File: src/gcd_defs.svh
// Offsets, field positions, reset values and timing counts of the global configuration block.
// Assumes inclusion by bare name from the design modules and the checker.
`ifndef GCD_DEFS_SVH
`define GCD_DEFS_SVH

// ****************************************
// Register offsets (byte addresses)
// ****************************************
`define GCD_OFS_GLOBAL_CFG 12'h000
`define GCD_OFS_UPPER_ADDR 12'h004
`define GCD_OFS_STATUS 12'h008

// ****************************************
// Global configuration fields
// ****************************************
`define GCD_GC_GAP_HI 14
`define GCD_GC_GAP_LO 12
`define GCD_GC_CLK_EN 11
`define GCD_GC_STYLE 10
`define GCD_GC_ASTR_HI 9
`define GCD_GC_ASTR_LO 8
`define GCD_GC_DSTR_HI 6
`define GCD_GC_DSTR_LO 4
`define GCD_GC_MASK_A 3
`define GCD_GC_MASK_B 2
`define GCD_GC_MAP_HI 1
`define GCD_GC_MAP_LO 0
`define GCD_GC_WMASK 32'h0000_7f7f

// ****************************************
// Reset values
// ****************************************
`define GCD_GC_RESET 32'h0000_0000
`define GCD_UPPER_RESET 32'h0000_0000

// ****************************************
// Timing counts and codes
// ****************************************
`define GCD_MCLK_PERIOD_NS 8
`define GCD_GAP_BASE 4'h4
`define GCD_CMD_DUAL 4'hd

`endif

File: src/gcd_pkg.sv
// Types shared by the global configuration block and its expansion bus sequencer.
// Assumes gcd_defs.svh holds the constants.
package gcd_pkg;
  typedef enum logic [1:0] {
    GCD_MAP_DIRECT,
    GCD_MAP_PAIRS,
    GCD_MAP_QUADS,
    GCD_MAP_RSVD
  } gcd_map_e;

  typedef enum {
    GCD_PCI_IDLE,
    GCD_PCI_ADDR_LOW,
    GCD_PCI_ADDR_HIGH
  } gcd_pci_state_e;

  typedef enum {
    GCD_EXP_IDLE,
    GCD_EXP_REQ,
    GCD_EXP_ADDR,
    GCD_EXP_DATA,
    GCD_EXP_GAP
  } gcd_exp_state_e;
endpackage

File: src/gcd_exp_if.sv
// Carrier between the configuration block and its expansion bus sequencer.
// Assumes one clock domain; the configuration side owns the settings and the requests.
`timescale 1ns/1ps
interface gcd_exp_if #(
  parameter int AW = 16
);
  logic style;
  logic [1:0] addr_stretch;
  logic [2:0] data_stretch;
  logic [2:0] gap;
  logic req;
  logic we;
  logic [AW-1:0] addr;
  logic [7:0] wdata;
  logic done;
  logic busy;
  logic [7:0] rdata;

  modport cfg (
    output style, addr_stretch, data_stretch, gap, req, we, addr, wdata,
    input done, busy, rdata
  );
  modport seq (
    input style, addr_stretch, data_stretch, gap, req, we, addr, wdata,
    output done, busy, rdata
  );
endinterface

File: src/gcd_exp_seq.sv
// Expansion bus sequencer: arbitration, stretched address and data phases, release gap.
// Assumes the expansion clock is the inverted host clock, so one period is one mclk cycle.
`timescale 1ns/1ps
`include "gcd_defs.svh"
module gcd_exp_seq
  import gcd_pkg::*;
#(
  parameter int AW = 16
) (
  // Clock and reset
  input wire logic mclk,
  input wire logic rst_n,
  // Settings and requests
  gcd_exp_if.seq ctl,
  // Expansion bus pins
  output logic exp_bus_req_o,
  input wire logic exp_bus_grant_i,
  output logic exp_addr_strobe_n,
  output logic exp_dir_o,
  output logic exp_data_strobe_n,
  output logic [AW-1:0] exp_addr_o,
  output logic [7:0] exp_data_o,
  output logic exp_data_oe,
  input wire logic [7:0] exp_data_i
);
  gcd_exp_state_e state_r, state_nxt;
  logic [3:0] cnt_r, cnt_nxt;
  logic we_r;
  logic style_r;

  // Grant polarity follows the latched style: low grant, or high hold acknowledge
  wire granted = style_r ? exp_bus_grant_i : ~exp_bus_grant_i;
  wire cnt_zero = (cnt_r == 4'h0);

  always_comb begin
    state_nxt = state_r;
    cnt_nxt = cnt_zero ? 4'h0 : cnt_r - 4'h1;
    case (state_r)
      GCD_EXP_IDLE: begin
        if (ctl.req) begin
          state_nxt = GCD_EXP_REQ;
        end
      end
      GCD_EXP_REQ: begin
        if (granted) begin
          state_nxt = GCD_EXP_ADDR;
          cnt_nxt = {2'b00, ctl.addr_stretch};
        end
      end
      GCD_EXP_ADDR: begin
        if (cnt_zero) begin
          state_nxt = GCD_EXP_DATA;
          cnt_nxt = {1'b0, ctl.data_stretch};
        end
      end
      GCD_EXP_DATA: begin
        if (cnt_zero) begin
          state_nxt = GCD_EXP_GAP;
          cnt_nxt = {1'b0, ctl.gap} + `GCD_GAP_BASE - 4'h1;
        end
      end
      GCD_EXP_GAP: begin
        if (cnt_zero) begin
          state_nxt = GCD_EXP_IDLE;
        end
      end
      default: begin
        state_nxt = GCD_EXP_IDLE;
      end
    endcase
  end

  always_ff @(posedge mclk) begin
    if (!rst_n) begin
      state_r <= GCD_EXP_IDLE;
      cnt_r <= 4'h0;
    end else begin
      state_r <= state_nxt;
      cnt_r <= cnt_nxt;
    end
  end

  // ****************************************
  // Latched request and pin drive
  // ****************************************
  // Style is latched per access so a mid-access write cannot flip pin meaning
  always_ff @(posedge mclk) begin
    if (!rst_n) begin
      we_r <= 1'b0;
      style_r <= 1'b0;
      exp_addr_o <= '0;
      exp_data_o <= 8'h00;
    end else if (state_r == GCD_EXP_IDLE && ctl.req) begin
      we_r <= ctl.we;
      style_r <= ctl.style;
      exp_addr_o <= ctl.addr;
      exp_data_o <= ctl.wdata;
    end
  end

  always_ff @(posedge mclk) begin
    if (!rst_n) begin
      ctl.rdata <= 8'h00;
    end else if (state_r == GCD_EXP_DATA && cnt_zero && !we_r) begin
      ctl.rdata <= exp_data_i;
    end
  end

  wire in_addr = (state_r == GCD_EXP_ADDR);
  wire in_data = (state_r == GCD_EXP_DATA);
  wire owning = (state_r != GCD_EXP_IDLE) && (state_r != GCD_EXP_GAP);

  // Idle level follows the live style, so a style change never shows a false request
  assign exp_bus_req_o = owning ? style_r : ~ctl.style;
  assign exp_addr_strobe_n = ~in_data;
  assign exp_dir_o = style_r ? ~(in_data && cnt_zero && we_r) : ~we_r;
  assign exp_data_strobe_n = ~(in_data && cnt_zero && (style_r || !we_r));
  assign exp_data_oe = we_r && (in_addr || in_data);
  assign ctl.done = in_data && cnt_zero;
  assign ctl.busy = (state_r != GCD_EXP_IDLE);
endmodule

File: src/gcd_global_cfg.sv
// Global configuration block: AHB-Lite register slave, expansion clock, bus style and
// stretching, interrupt masks, port-to-group mapping and host-bus dual addressing.
// Assumes one 125 MHz host clock, single-word AHB transfers and synchronous inputs.
`timescale 1ns/1ps
`include "gcd_defs.svh"

// What this block does
// - Clock enable low: expansion clock pin floats
// - Clock enable high: drive inverted host clock
// - Style 0: request, grant, strobe, direction, read
// - Address held stretch plus one periods
// - Data held stretch plus one periods
// - Mapping 0: port n to group n
// - Mapping 1: port k to groups 2k, 2k+1
// - Mapping 2: quads per port; 3 reserved
// - Nonzero upper base selects dual addressing
// - Single address: one-clock address phase
// - Dual address: two clocks, dual command first, unless the command is itself the dual command
// - Upper address bits from upper base register
// - Target answers only single-address cycles
// - Wait gap plus four before new request
module gcd_global_cfg
  import gcd_pkg::*;
#(
  parameter int EXP_AW = 16,
  parameter int GROUPS = 8
) (
  // Clock and reset
  input wire logic mclk,
  input wire logic rst_n,
  // AHB-Lite slave
  input wire logic hsel,
  input wire logic [11:0] haddr,
  input wire logic [1:0] htrans,
  input wire logic hwrite,
  input wire logic [2:0] hsize,
  input wire logic hready,
  input wire logic [31:0] hwdata,
  output logic [31:0] hrdata,
  output logic hreadyout,
  output logic hresp,
  // Expansion clock pin
  output logic exp_bus_clock_o,
  output logic exp_bus_clock_oe,
  // Expansion access requests
  input wire logic exp_req,
  input wire logic exp_we,
  input wire logic [EXP_AW-1:0] exp_addr,
  input wire logic [7:0] exp_wdata,
  output logic exp_done,
  output logic [7:0] exp_rdata,
  // Expansion bus pins
  output logic exp_bus_req_o,
  input wire logic exp_bus_grant_i,
  output logic exp_addr_strobe_n,
  output logic exp_dir_o,
  output logic exp_data_strobe_n,
  output logic [EXP_AW-1:0] exp_addr_o,
  output logic [7:0] exp_data_o,
  output logic exp_data_oe,
  input wire logic [7:0] exp_data_i,
  // Interrupt lines, open drain
  input wire logic irq_a_req,
  input wire logic irq_b_req,
  output logic irq_a_n_o,
  output logic irq_a_n_oe,
  output logic irq_b_n_o,
  output logic irq_b_n_oe,
  // Port to group mapping
  output logic [GROUPS*3-1:0] group_port_sel,
  output logic [GROUPS-1:0] group_enable,
  // Host bus master address phase
  input wire logic mst_req,
  input wire logic [3:0] mst_cmd,
  input wire logic [31:0] mst_addr,
  output logic mst_ready,
  output logic mst_addr_done,
  output logic [31:0] pci_ad_o,
  output logic pci_ad_oe,
  output logic [3:0] pci_cbe_n_o,
  output logic pci_cbe_oe,
  output logic pci_frame_n_o,
  // Host bus target decode
  input wire logic tgt_addr_valid,
  input wire logic [3:0] tgt_cmd,
  output logic tgt_claim
);
  initial begin
    if (GROUPS != 8) begin
      $error("gcd_global_cfg: GROUPS must be 8");
    end
    if (EXP_AW < 1 || EXP_AW > 32) begin
      $error("gcd_global_cfg: EXP_AW out of range");
    end
  end

  // ****************************************
  // Register bus slave
  // ****************************************
  logic [31:0] gcfg_r;
  logic [31:0] upper_r;
  logic wr_pend_r;
  logic [11:0] wr_addr_r;
  logic [31:0] hrdata_r;
  logic [31:0] status_w;
  logic [31:0] rd_mux_w;
  logic [31:0] gcfg_nxt;
  logic [31:0] upper_nxt;

  // Zero wait states, so every address phase is accepted
  wire addr_phase = hsel && hready && htrans[1];
  wire wr_gcfg = wr_pend_r && (wr_addr_r == `GCD_OFS_GLOBAL_CFG);
  wire wr_upper = wr_pend_r && (wr_addr_r == `GCD_OFS_UPPER_ADDR);
  wire sel_gcfg = (haddr == `GCD_OFS_GLOBAL_CFG);
  wire sel_upper = (haddr == `GCD_OFS_UPPER_ADDR);
  wire sel_status = (haddr == `GCD_OFS_STATUS);

  assign gcfg_nxt = wr_gcfg ? (hwdata & `GCD_GC_WMASK) : gcfg_r;
  assign upper_nxt = wr_upper ? hwdata : upper_r;

  // Forwarded next values keep a read right after a write coherent
  assign rd_mux_w = sel_gcfg ? gcfg_nxt :
                    sel_upper ? upper_nxt :
                    sel_status ? status_w : 32'h0000_0000;

  always_ff @(posedge mclk) begin
    if (!rst_n) begin
      wr_pend_r <= 1'b0;
      wr_addr_r <= 12'h000;
      hrdata_r <= 32'h0000_0000;
    end else begin
      wr_pend_r <= addr_phase && hwrite;
      wr_addr_r <= haddr;
      if (addr_phase && !hwrite) begin
        hrdata_r <= rd_mux_w;
      end
    end
  end

  always_ff @(posedge mclk) begin
    if (!rst_n) begin
      gcfg_r <= `GCD_GC_RESET;
      upper_r <= `GCD_UPPER_RESET;
    end else begin
      gcfg_r <= gcfg_nxt;
      upper_r <= upper_nxt;
    end
  end

  assign hrdata = hrdata_r;
  assign hreadyout = 1'b1;
  assign hresp = 1'b0;

  // ****************************************
  // Configuration fields
  // ****************************************
  wire clk_out_en = gcfg_r[`GCD_GC_CLK_EN];
  wire style_sel = gcfg_r[`GCD_GC_STYLE];
  wire mask_a = gcfg_r[`GCD_GC_MASK_A];
  wire mask_b = gcfg_r[`GCD_GC_MASK_B];
  gcd_map_e map_mode;
  assign map_mode = gcd_map_e'(gcfg_r[`GCD_GC_MAP_HI:`GCD_GC_MAP_LO]);
  wire dual_mode = (upper_r != 32'h0000_0000);

  // ****************************************
  // Expansion clock pin
  // ****************************************
  // The clock pin is a combinational inversion of mclk, not a plain redrive
  assign exp_bus_clock_o = ~mclk;
  assign exp_bus_clock_oe = clk_out_en;

  // ****************************************
  // Expansion bus sequencer
  // ****************************************
  gcd_exp_if #(.AW(EXP_AW)) exp_ch ();

  assign exp_ch.style = style_sel;
  assign exp_ch.addr_stretch = gcfg_r[`GCD_GC_ASTR_HI:`GCD_GC_ASTR_LO];
  assign exp_ch.data_stretch = gcfg_r[`GCD_GC_DSTR_HI:`GCD_GC_DSTR_LO];
  assign exp_ch.gap = gcfg_r[`GCD_GC_GAP_HI:`GCD_GC_GAP_LO];
  assign exp_ch.req = exp_req;
  assign exp_ch.we = exp_we;
  assign exp_ch.addr = exp_addr;
  assign exp_ch.wdata = exp_wdata;
  assign exp_done = exp_ch.done;
  assign exp_rdata = exp_ch.rdata;

  gcd_exp_seq #(.AW(EXP_AW)) u_exp_seq (
    .mclk(mclk),
    .rst_n(rst_n),
    .ctl(exp_ch.seq),
    .exp_bus_req_o(exp_bus_req_o),
    .exp_bus_grant_i(exp_bus_grant_i),
    .exp_addr_strobe_n(exp_addr_strobe_n),
    .exp_dir_o(exp_dir_o),
    .exp_data_strobe_n(exp_data_strobe_n),
    .exp_addr_o(exp_addr_o),
    .exp_data_o(exp_data_o),
    .exp_data_oe(exp_data_oe),
    .exp_data_i(exp_data_i)
  );

  // ****************************************
  // Interrupt lines
  // ****************************************
  logic irq_a_drive_r;
  logic irq_b_drive_r;

  always_ff @(posedge mclk) begin
    if (!rst_n) begin
      irq_a_drive_r <= 1'b0;
      irq_b_drive_r <= 1'b0;
    end else begin
      irq_a_drive_r <= irq_a_req && !mask_a;
      irq_b_drive_r <= irq_b_req && !mask_b;
    end
  end

  assign irq_a_n_o = 1'b0;
  assign irq_b_n_o = 1'b0;
  assign irq_a_n_oe = irq_a_drive_r;
  assign irq_b_n_oe = irq_b_drive_r;

  // ****************************************
  // Port to group mapping
  // ****************************************
  // Reserved mapping leaves every group unconnected rather than guessing
  logic [GROUPS*3-1:0] port_sel_r;
  logic [GROUPS-1:0] group_en_r;

  for (genvar g = 0; g < GROUPS; g++) begin : g_map
    logic [2:0] gidx;
    logic [2:0] sel_w;
    assign gidx = 3'(g);
    assign sel_w = (map_mode == GCD_MAP_DIRECT) ? gidx :
                   (map_mode == GCD_MAP_PAIRS) ? {1'b0, gidx[2:1]} :
                   (map_mode == GCD_MAP_QUADS) ? {2'b00, gidx[2]} : 3'h0;
    always_ff @(posedge mclk) begin
      if (!rst_n) begin
        port_sel_r[g*3 +: 3] <= 3'h0;
        group_en_r[g] <= 1'b0;
      end else begin
        port_sel_r[g*3 +: 3] <= sel_w;
        group_en_r[g] <= (map_mode != GCD_MAP_RSVD);
      end
    end
  end

  assign group_port_sel = port_sel_r;
  assign group_enable = group_en_r;

  // ****************************************
  // Host bus master address phase
  // ****************************************
  gcd_pci_state_e pst_r, pst_nxt;
  logic [31:0] ad_r, ad_nxt;
  logic [3:0] cbe_r, cbe_nxt;
  logic [3:0] cmd_r;
  logic done_r;

  always_comb begin
    pst_nxt = pst_r;
    ad_nxt = ad_r;
    cbe_nxt = cbe_r;
    case (pst_r)
      GCD_PCI_IDLE: begin
        if (mst_req) begin
          pst_nxt = GCD_PCI_ADDR_LOW;
          ad_nxt = mst_addr;
          cbe_nxt = dual_mode ? `GCD_CMD_DUAL : mst_cmd;
        end
      end
      GCD_PCI_ADDR_LOW: begin
        if (cbe_r == `GCD_CMD_DUAL && cmd_r != `GCD_CMD_DUAL) begin
          pst_nxt = GCD_PCI_ADDR_HIGH;
          ad_nxt = upper_r;
          cbe_nxt = cmd_r;
        end else begin
          pst_nxt = GCD_PCI_IDLE;
        end
      end
      GCD_PCI_ADDR_HIGH: begin
        pst_nxt = GCD_PCI_IDLE;
      end
      default: begin
        pst_nxt = GCD_PCI_IDLE;
      end
    endcase
  end

  wire addr_last = (pst_r == GCD_PCI_ADDR_HIGH) ||
                   ((pst_r == GCD_PCI_ADDR_LOW) && (pst_nxt == GCD_PCI_IDLE));

  always_ff @(posedge mclk) begin
    if (!rst_n) begin
      pst_r <= GCD_PCI_IDLE;
      ad_r <= 32'h0000_0000;
      cbe_r <= 4'h0;
      cmd_r <= 4'h0;
      done_r <= 1'b0;
    end else begin
      pst_r <= pst_nxt;
      ad_r <= ad_nxt;
      cbe_r <= cbe_nxt;
      done_r <= addr_last;
      if (pst_r == GCD_PCI_IDLE && mst_req) begin
        cmd_r <= mst_cmd;
      end
    end
  end

  wire in_addr = (pst_r != GCD_PCI_IDLE);

  assign mst_ready = (pst_r == GCD_PCI_IDLE);
  assign mst_addr_done = done_r;
  assign pci_ad_o = ad_r;
  assign pci_ad_oe = in_addr;
  assign pci_cbe_n_o = cbe_r;
  assign pci_cbe_oe = in_addr;
  assign pci_frame_n_o = ~in_addr;

  // ****************************************
  // Host bus target decode
  // ****************************************
  logic claim_r;

  always_ff @(posedge mclk) begin
    if (!rst_n) begin
      claim_r <= 1'b0;
    end else begin
      claim_r <= tgt_addr_valid && (tgt_cmd != `GCD_CMD_DUAL);
    end
  end

  assign tgt_claim = claim_r;

  // ****************************************
  // Status word
  // ****************************************
  assign status_w = {29'h0000_0000, dual_mode, in_addr, exp_ch.busy};
endmodule

File: config.mk
export PLATFORM = sky130hd
export DESIGN_NAME = gcd_global_cfg
export DESIGN_NICKNAME = d
export VERILOG_FILES = /design/src/gcd_pkg.sv /design/src/gcd_exp_if.sv /design/src/gcd_exp_seq.sv /design/src/gcd_global_cfg.sv
export VERILOG_INCLUDE_DIRS = /design/src
export SDC_FILE = /design/constraint.sdc
export NUM_CORES = 1
export LEC_CHECK = 0
export ABC_AREA = 1
export BUFFER_PORTS_ARGS = -buffer_cell sky130_fd_sc_hd__buf_2
export CAP_MARGIN = 20
export CORE_ASPECT_RATIO = 0.6
export CORE_MARGIN = 4
export CORE_UTILIZATION = 30
export DETAILED_ROUTE_END_ITERATION = 10
export SLEW_MARGIN = 20
export SYNTH_ARGS = -nofsm -noshare
export SYNTH_HDL_FRONTEND = slang
export SYNTH_SLANG_ARGS = --single-unit
File: constraint.sdc
create_clock -name mclk -period 2.13 [get_ports mclk]
set_input_delay 0.213 -clock mclk [delete_from_list [all_inputs] [get_ports mclk]]
set_output_delay 0.213 -clock mclk [all_outputs]
set_load 0.02 [all_outputs]
# Word level (Yosys, flattened, before mapping)
# Index checks and enable logic that the tools add are counted.
[totals] register_bits=277 latch_bits=0 mem_bits_rw=0 romBits=0 input_bits=133 out_inout_bits=152 elab_cells=153 mem_count=0
[op_classes] add_sub_neg=3 mul=0 div=0 order_cmp=0 eq_ne=26 shifts=0 muxes=40 n_bitwise=9 n_reduce_logical=42
[ops] op="$mux 32" n=12
[ops] op="$logic_not 32->1" n=5
[ops] op="$pmux 32 s5" n=1
[ops] op="$eq 32x3->1 const B" n=4
[ops] op="$pmux 32 s2" n=2
[ops] op="$eq 32x2->1 const B" n=3
[ops] op="$reduce_bool 32->1" n=3
[ops] op="$eq 32x1->1 const B" n=2
[ops] op="$ne 32x4->1 const B" n=1
[ops] op="$mux 4" n=7
[ops] op="$eq 12x3->1 const B" n=2
[ops] op="$logic_not 12->1" n=2
[ops] op="$logic_and 1x1->1" n=19
[ops] op="$mux 3" n=6
[ops] op="$eq 12x4->1 const B" n=1
[ops] op="$pmux 4 s3" n=1
[ops] op="$not 1->1" n=9
[ops] op="$mux 2" n=4
[ops] op="$ne 2x1->1 const B" n=4
[ops] op="$ne 2x2->1 const B" n=4
[ops] op="$ne 4x4->1 const B" n=2
[ops] op="$pmux 4 s2" n=1
[ops] op="$sub 4x1->4 const B" n=2
[ops] op="$mux 1" n=6
[ops] op="other kinds (12)" n=17

# Depth between registers and ports, before layout
# Gate-level depths: netlist of the first run.
[logic_depth] word_depth=7 depth_mapped=12 ltp_nobuf=11

# Modules after synthesis
# Synthesis of the first run repeated with hierarchy kept, for this count alone.
[unflattened] cells_unflattened=1463 area_unflattened_um2=10004.6
[modules_own_cells] module="gcd_global_cfg" n_inst=1 cells_per_inst=1218 area_per_inst_um2=8235.4 seq_area_each_um2=3843.7
[modules_own_cells] module="gcd_exp_seq" n_inst=1 cells_per_inst=245 area_per_inst_um2=1769.2 seq_area_each_um2=820.8

==> impl_metrics.json, run 1 <==
{
  "outcome": "finished clean",
  "worstMarginPinSlew_ns": 0.648,
  "multi_input_area_mm2": 0.00420,
  "synth_seq_area_share_pct": 47.2,
  "r2r_slack_ns": 0.23,
  "synth-async-reset-ratio_pct": 0,
  "rr_worst_depth": 9,
  "cts_inserted_buffers": 24,
  "post-route-period-util_pct": 94.8,
  "period_needed_ns": 2.02,
  "synth_top_flop_cell": "dfxtp_1",
  "irDropWorstVdd_mv": 0.629,
  "wirelength_um": 31300,
  "placed_cell_area_mm2": 0.0115,
  "grt-busiest-layer": "met1",
  "vias": 9577,
  "yosys-top-cells-area": "dfxtp_1 (47%), nor2_1 (11%), nand2_1 (11%)",
  "start_kind": "flop",
  "rows": 51,
  "synth_top_area_share_pct": 47.2,
  "grt_usage_pct": 16.9,
  "p_leak_nw": 6.44,
  "root_buffer": "clkbuf_16",
  "dieArea_mm2": 0.0360,
  "setup_viol": 0,
  "grt_max_degree": 84,
  "grt_pass1_wl_um": 49100,
  "die_h_um": 149,
  "vias_per_cell": 4.41,
  "design_area_mm2": 0.0131,
  "max_slew_margin_pct": 56.7,
  "hp-start": "mst_addr[0]",
  "r2r_end": "hrdata[1]$_SDFFE_PN0P_",
  "ys_types": 31,
  "maxSlewViolCount": 0,
  "synth-seq-cells": 233,
  "hold_class": "input pin to flop",
  "synth.most_common_cell": "nor2_1",
  "die_x_um": 242,
  "first_pass_iters": 6,
  "syn_inst": 1401,
  "drt_iter0_drc": 655,
  "worstPathRequired_ns": 1.92,
  "skew_ns": 0.00738,
  "synth_common_cells": "nor2_1 (303), nand2_1 (279), dfxtp_1 (233), inv_1 (150), o21ai_0 (101)",
  "avgRoutedWirePerCell_um": 14.4,
  "startpoint": "u_exp_seq.cnt_r[0]$_SDFF_PN0_",
  "dp_hpwl_um": 22400,
  "synth_top_cell_by_area": "dfxtp_1",
  "num-fill-cells": 3362,
  "grt_pass1_vias": 9013,
  "pin_count": 285,
  "fmax_mhz": 495,
  "ant_nets": 0,
  "clk_pin_slew_ns": 0.07,
  "fin_nets": 1866,
  "core_region_area_mm2": 0.0325,
  "drc": 0,
  "end_kind": "output pin",
  "syn-cell-area_mm2": 0.00989,
  "grt_util_met1_pct": 24.4,
  "io_buffers": 269,
  "antenna_found_initial": 5,
  "register_area_mm2": 0.00466,
  "postSynthAreaPerCell_um2": 7.06,
  "grtUsageMet2_pct": 24.0,
  "overflow": 0,
  "synthToLayoutAreaGrowth_pct": 32.8,
  "tritoncts": "done",
  "gp_congestion": 0.843,
  "worstSetupEndpoint": "exp_data_strobe_n",
  "clk_path_buf_depth": 3,
  "h-tree-depth": 1,
  "cp_max_fo": 8,
  "drive_above_1_share_pct": 20.7,
  "clock_latency_ns": 0.52,
  "setup_tns_ns": 0,
  "path_class": "flop to output pin",
  "worstPathArrival_ns": 1.81,
  "finalHoldViolCount": 0,
  "rsz0062_at_grt": "no",
  "synth_edf_count": 0,
  "reg2reg_from": "wr_addr_r[11]$_SDFF_PN0_",
  "yosysWarnings": 0,
  "start_util_pct": 30.5,
  "drv_cap": 0,
  "grtUsageMet3_pct": 5.50,
  "p_per_area_mw_per_mm2": 839
}
## stage by stage
stage / util (%) / setup WS [ns] / power (mW) / std cells / hold slack [ns]
after floorplan: - / 0.409 / 5.93 / 1440 / 0.290
after global placement: 35.5 / 0.258 / 6.46 / 2053 / 0.368
after detailed placement: 35.5 / 0.250 / 6.49 / 2053 / 0.368
after CTS: 40.3 / 0.00179 / 11.1 / 2167 / 0.00154
after global routing: 40.4 / 0.00549 / 11.6 / 2174 / 0.0157
final: 40.4 / 0.112 / 11.0 / 2174 / 0.0306
## layer usage
| layer | vias up | wire, um |
|---|---|---|
| li1 | 4928 | - |
| met5 | - | 0 |
| met4 | 0 | 786 |
| met1 | 4361 | 15300 |
| met3 | 51 | 2530 |
| met2 | 237 | 12700 |
## what timing repair did
action / 4_1_cts / 5_1_grt
gates resized for setup: 1 / 7
buffers inserted: 2 / 2
hold buffers: 68 / 0
pin swaps: 1 / 1
endpoints found under the hold margin: 67 / 0
endpoints found under the setup margin: 4 / 3
## power breakdown
part	total [mW]	internal, mW	leakage, nW	switching, mW
logic	1.73	0.613	4.11	1.12
registers	4.77	4.63	1.90	0.140
clock network	4.51	2.69	0.431	1.83
total	11.0	7.93	6.44	3.08
## flip-flops by register name (all words and copies together), names as in the netlist, 12 cells and up
name and cells:
upper_r 32, pst_r 32, u_exp_seq.exp_addr_o 16, wr_addr_r 12, hrdata 32, gcfg_r 32, pci_ad_o 32
## placed cells by master (no fill, tap or decap)
cell	synthesis	final
nand3_1	93	91
o22ai_1	1	1
clkinv_1	0	1
nor3_1	4	4
o21ai_0	101	101
clkbuf_16	0	25
diode_2	0	5
o2111ai_1	1	1
clkinv_2	0	8
inv_1	150	150
a21oi_1	51	51
nand3_2	2	4
xnor2_1	1	1
clkbuf_1	33	2
ha_2	0	1
conb_1	2	41
nand2_4	1	1
xor2_1	3	3
inv_2	5	5
nand4_1	3	3
buf_2	23	267
o211ai_1	2	2
ha_1	6	5
nand2_2	3	3
buf_8	0	1
o21ai_1	14	14
nor2_4	3	5
buf_12	0	5
dfxtp_1	233	233
nand2_1	279	279
buf_4	33	24
bufinv_16	0	3
nor2_1	303	300
nor2_2	3	4
a41oi_1	1	1
nand3b_1	32	32
clkbuf_8	0	5
dlygate4sd3_1	0	68
## logic make-up after synthesis
family,Yosys count,share of synthesized area [%]
buffers and inverters,259,12.2
AO/OA/AOI/OAI,171,8.79
XOR/XNOR,4,0.354
AND/OR/NAND/NOR,726,30.6
other,2,0.0759
flip-flops,233,47.2
adder cells (fa/ha/maj),6,0.759
## cell type report
type / count / share of cell area, %
Inverter: 154 / 4.40
Tap cell: 424 / 4.04
Clock inverter: 13 / 1.05
Clock buffer: 33 / 5.38
Multi-Input combinational cell: 948 / 31.9
Timing Repair Buffer: 364 / 17.6
Antenna cell: 5 / 0.0953
Sequential cell: 233 / 35.5
## worst max-delay path, stage by stage (launching register included)
cell and delay [ns]:
dfxtp_1 0.29, inv_1 0.09, ha_2 0.21, nand3_2 0.13, nor2_4 0.17, buf_8 0.14
o21ai_0 0.07, buf_4 0.18
## how the worst min path moves through the flow
stage	endpoint	slack, ns	cells past startpoint
finish	pci_ad_o[0]$_SDFFE_PN0P_	0.03	5
global route	wr_pend_r$_SDFF_PN0_	0.02	3
CTS	cmd_r[2]$_SDFFE_PN0P_	0.002	3
detailed placement	exp_bus_clock_o	0.37	2
global placement	exp_bus_clock_o	0.37	2
floorplan	exp_bus_clock_o	0.29	1
Power figures use the tool's default switching activity.
==> run 2, diff against run 1 <==
--- a/config.mk
+++ b/config.mk
@@ -7,7 +7,7 @@
 export NUM_CORES = 1
 export LEC_CHECK = 0
 export ABC_AREA = 1
-export BUFFER_PORTS_ARGS = -buffer_cell sky130_fd_sc_hd__buf_2
+export BUFFER_PORTS_ARGS = -buffer_cell sky130_fd_sc_hd__clkbuf_2
 export CAP_MARGIN = 20
 export CORE_ASPECT_RATIO = 0.6
 export CORE_MARGIN = 4
==> run 2 against run 1 <==
  * Global-route usage about the same
  * Power decreased by 1.8%
  * Sequential power about the same
  * First-iteration DRC count decreased by 7.0%
  * Die area unchanged
  * Setup slack improved by 0.019 ns
  * Clock power decreased by 4%
  * Utilization decreased by 0.35 points
  * Wire length decreased by 0.64%
  * Count of clock-buffer cells in the layout increased by 2
  * Highest routed layer unchanged
==> impl_metrics.json, run 2 (same netlist as run 1, synthesis figures left out) <==
{
  "start_util_pct": 30.5,
  "drt_iter0_drc": 609,
  "p_clk_share_pct": 40.1,
  "rr_worst_depth": 12,
  "pin_count": 285,
  "reg2reg_from": "pst_r[9]$_SDFF_PN0_",
  "die_x_um": 242,
  "switching_share_pct": 28.2,
  "p_per_area_mw_per_mm2": 831,
  "grt_pass1_wl_um": 49100,
  "setup_tns_ns": 0,
  "mostFrequentLayoutCells": "nor2_1 (300), nand2_1 (279), clkbuf_2 (268)",
  "gp_congestion": 0.855,
  "cts_inserted_buffers": 25,
  "grt_pass1_vias": 9152,
  "finalHoldViolCount": 0,
  "root_buffer": "clkbuf_16",
  "drc": 0,
  "io_buffers": 269,
  "dieArea_mm2": 0.0360,
  "p_leak_nw": 6.34,
  "worstPathRequired_ns": 1.92,
  "power.switching_mw": 3.05,
  "multi_input_area_mm2": 0.00419,
  "rows": 51,
  "grt_usage_pct": 16.9,
  "p_comb_share_pct": 15.8,
  "min_path_cells": 5,
  "seq_power_share_pct": 44.2,
  "irDropWorstVdd_mv": 0.668,
  "clk_pin_slew_ns": 0.07,
  "end_kind": "output pin",
  "holdWs_ns": 0.0143,
  "hold_path_end": "pci_ad_o[30]$_SDFFE_PN0P_",
  "tritoncts": "done",
  "setup_viol": 0,
  "cpMostUsedCell": "clkbuf_16",
  "vias": 9483,
  "path_cells": "clkbuf_16 > clkbuf_16 > clkbuf_16 > inv_1 > clkbuf_2",
  "clock_latency_ns": 0.53,
  "rsz0062_at_grt": "no",
  "wirelength_um": 31100,
  "worstPathArrival_ns": 1.79,
  "overflow": 0,
  "skew_ns": 0.0164,
  "hold_class": "input pin to flop",
  "slowest_delay_ns": 0.20,
  "grt_max_degree": 104,
  "cp_max_fo": 11,
  "hp-start": "mst_addr[30]",
  "fin_nets": 1862,
  "worst_path_max_delay_cell": "clkbuf_16",
  "clk_path_buf_depth": 3,
  "utilization_pct": 40.1,
  "p_total_mw": 10.8,
  "maxSlewViolCount": 0,
  "r2r_end": "pci_ad_o[18]$_SDFFE_PN0P_",
  "antenna_found_initial": 2,
  "drv_cap": 0,
  "drive_above_1_share_pct": 20.5,
  "register_area_mm2": 0.00466,
  "vias_per_cell": 4.38,
  "outcome": "finished clean",
  "start_kind": "clock port",
  "path_delay_family": "buffers and inverters",
  "synthToLayoutAreaGrowth_pct": 31.6,
  "dp_hpwl_um": 22400,
  "max_slew_margin_pct": 56.8,
  "die_h_um": 149,
  "stdcell_count": 2163,
  "worstMarginPinSlew_ns": 0.648,
  "first_pass_iters": 5,
  "path_buf_inv": 5,
  "h-tree-depth": 1,
  "placed_cells": 2054,
  "r2r_slack_ns": 0.21,
  "num-fill-cells": 3395,
  "avgRoutedWirePerCell_um": 14.4,
  "final_common_cell": "nor2_1",
  "path_class": "clock port to output pin",
  "core_region_area_mm2": 0.0325,
  "ant_nets": 0,
  "cell_internal_pwr_mw": 7.77
}
## run 2: cell types whose count changed in the layout (fill, tap and decap cells not counted), sizes merged
cell,change
clkinv,-5
buf,-266
clkinvlp,+1
clkbuf,+270
diode,-3
bufinv,-1
dlygate4sd3,-7
## run 2: cell type report
cell class | count | share of cell area [%]
Antenna cell | 2 | 0.0384
Clock buffer | 35 | 5.41
Clock inverter | 8 | 0.730
Inverter | 154 | 4.44
Multi-Input combinational cell | 948 | 32.2
Sequential cell | 233 | 35.8
Tap cell | 424 | 4.07
Timing Repair Buffer | 359 | 17.3
## run 2: power groups by stage
stage | Combinational, mW | Clock [mW] | Sequential [mW]
floorplan | 0.821 | 0.0337 | 5.07
global placement | 1.56 | 0.0501 | 4.86
detailed placement | 1.58 | 0.0501 | 4.87
CTS | 1.68 | 4.47 | 4.77
global route | 1.90 | 4.64 | 4.81
finish | 1.70 | 4.34 | 4.78
## run 2: repair_timing
action	4_1_cts	5_1_grt
endpoints found under the setup margin	4	2
pin swaps	1	1
hold buffers	61	0
buffers inserted	2	3
gates resized for setup	1	2
endpoints found under the hold margin	60	0
## run 2: worst register-to-register path, cell delays in order (launching register included)
cell,delay (ns)
dfxtp_1,0.31
nor2_1,0.09
nand3_1,0.07
nor2_1,0.14
nand2_1,0.12
nor2_4,0.13
buf_4,0.14
buf_4,0.14
nand2_4,0.05
nand2_2,0.07
inv_2,0.24
nor2_1,0.26
nor2_1,0.05
## run 2: how the worst max path moves through the flow
| stage | slack [ns] | start | to | cells past startpoint |
|---|---|---|---|---|
| final | 0.13 | mclk | exp_bus_clock_o | 5 |
| after global routing | 0.03 | pst_r[7]$_SDFF_PN0_ | pci_ad_o[12]$_SDFFE_PN0P_ | 12 |
| after CTS | 0.06 | u_exp_seq.cnt_r[0]$_SDFF_PN0_ | exp_data_strobe_n | 6 |
| after detailed placement | 0.29 | wr_addr_r[11]$_SDFF_PN0_ | hrdata[1]$_SDFFE_PN0P_ | 9 |
| after global placement | 0.32 | wr_addr_r[11]$_SDFF_PN0_ | hrdata[1]$_SDFFE_PN0P_ | 9 |
| after floorplan | 0.41 | u_exp_seq.state_r[2]$_SDFFE_PN0P_ | exp_dir_o | 5 |
## run 2: routing by layer
metal / track usage (%) / wire length (um)
met1: 23.2 / 14800
met2: 24.9 / 12700
met3: 6.56 / 2910
met4: 4.12 / 691
met5: 0 / 0
## run 2: per-stage QoR
stage | cell area, um2 | worst slack [ns]
global placement | 11600 | 0.316
floorplan | 10000 | 0.409
finish | 13000 | 0.131
detailed placement | 11600 | 0.288
CTS | 13000 | 0.0627
global route | 13000 | 0.0286
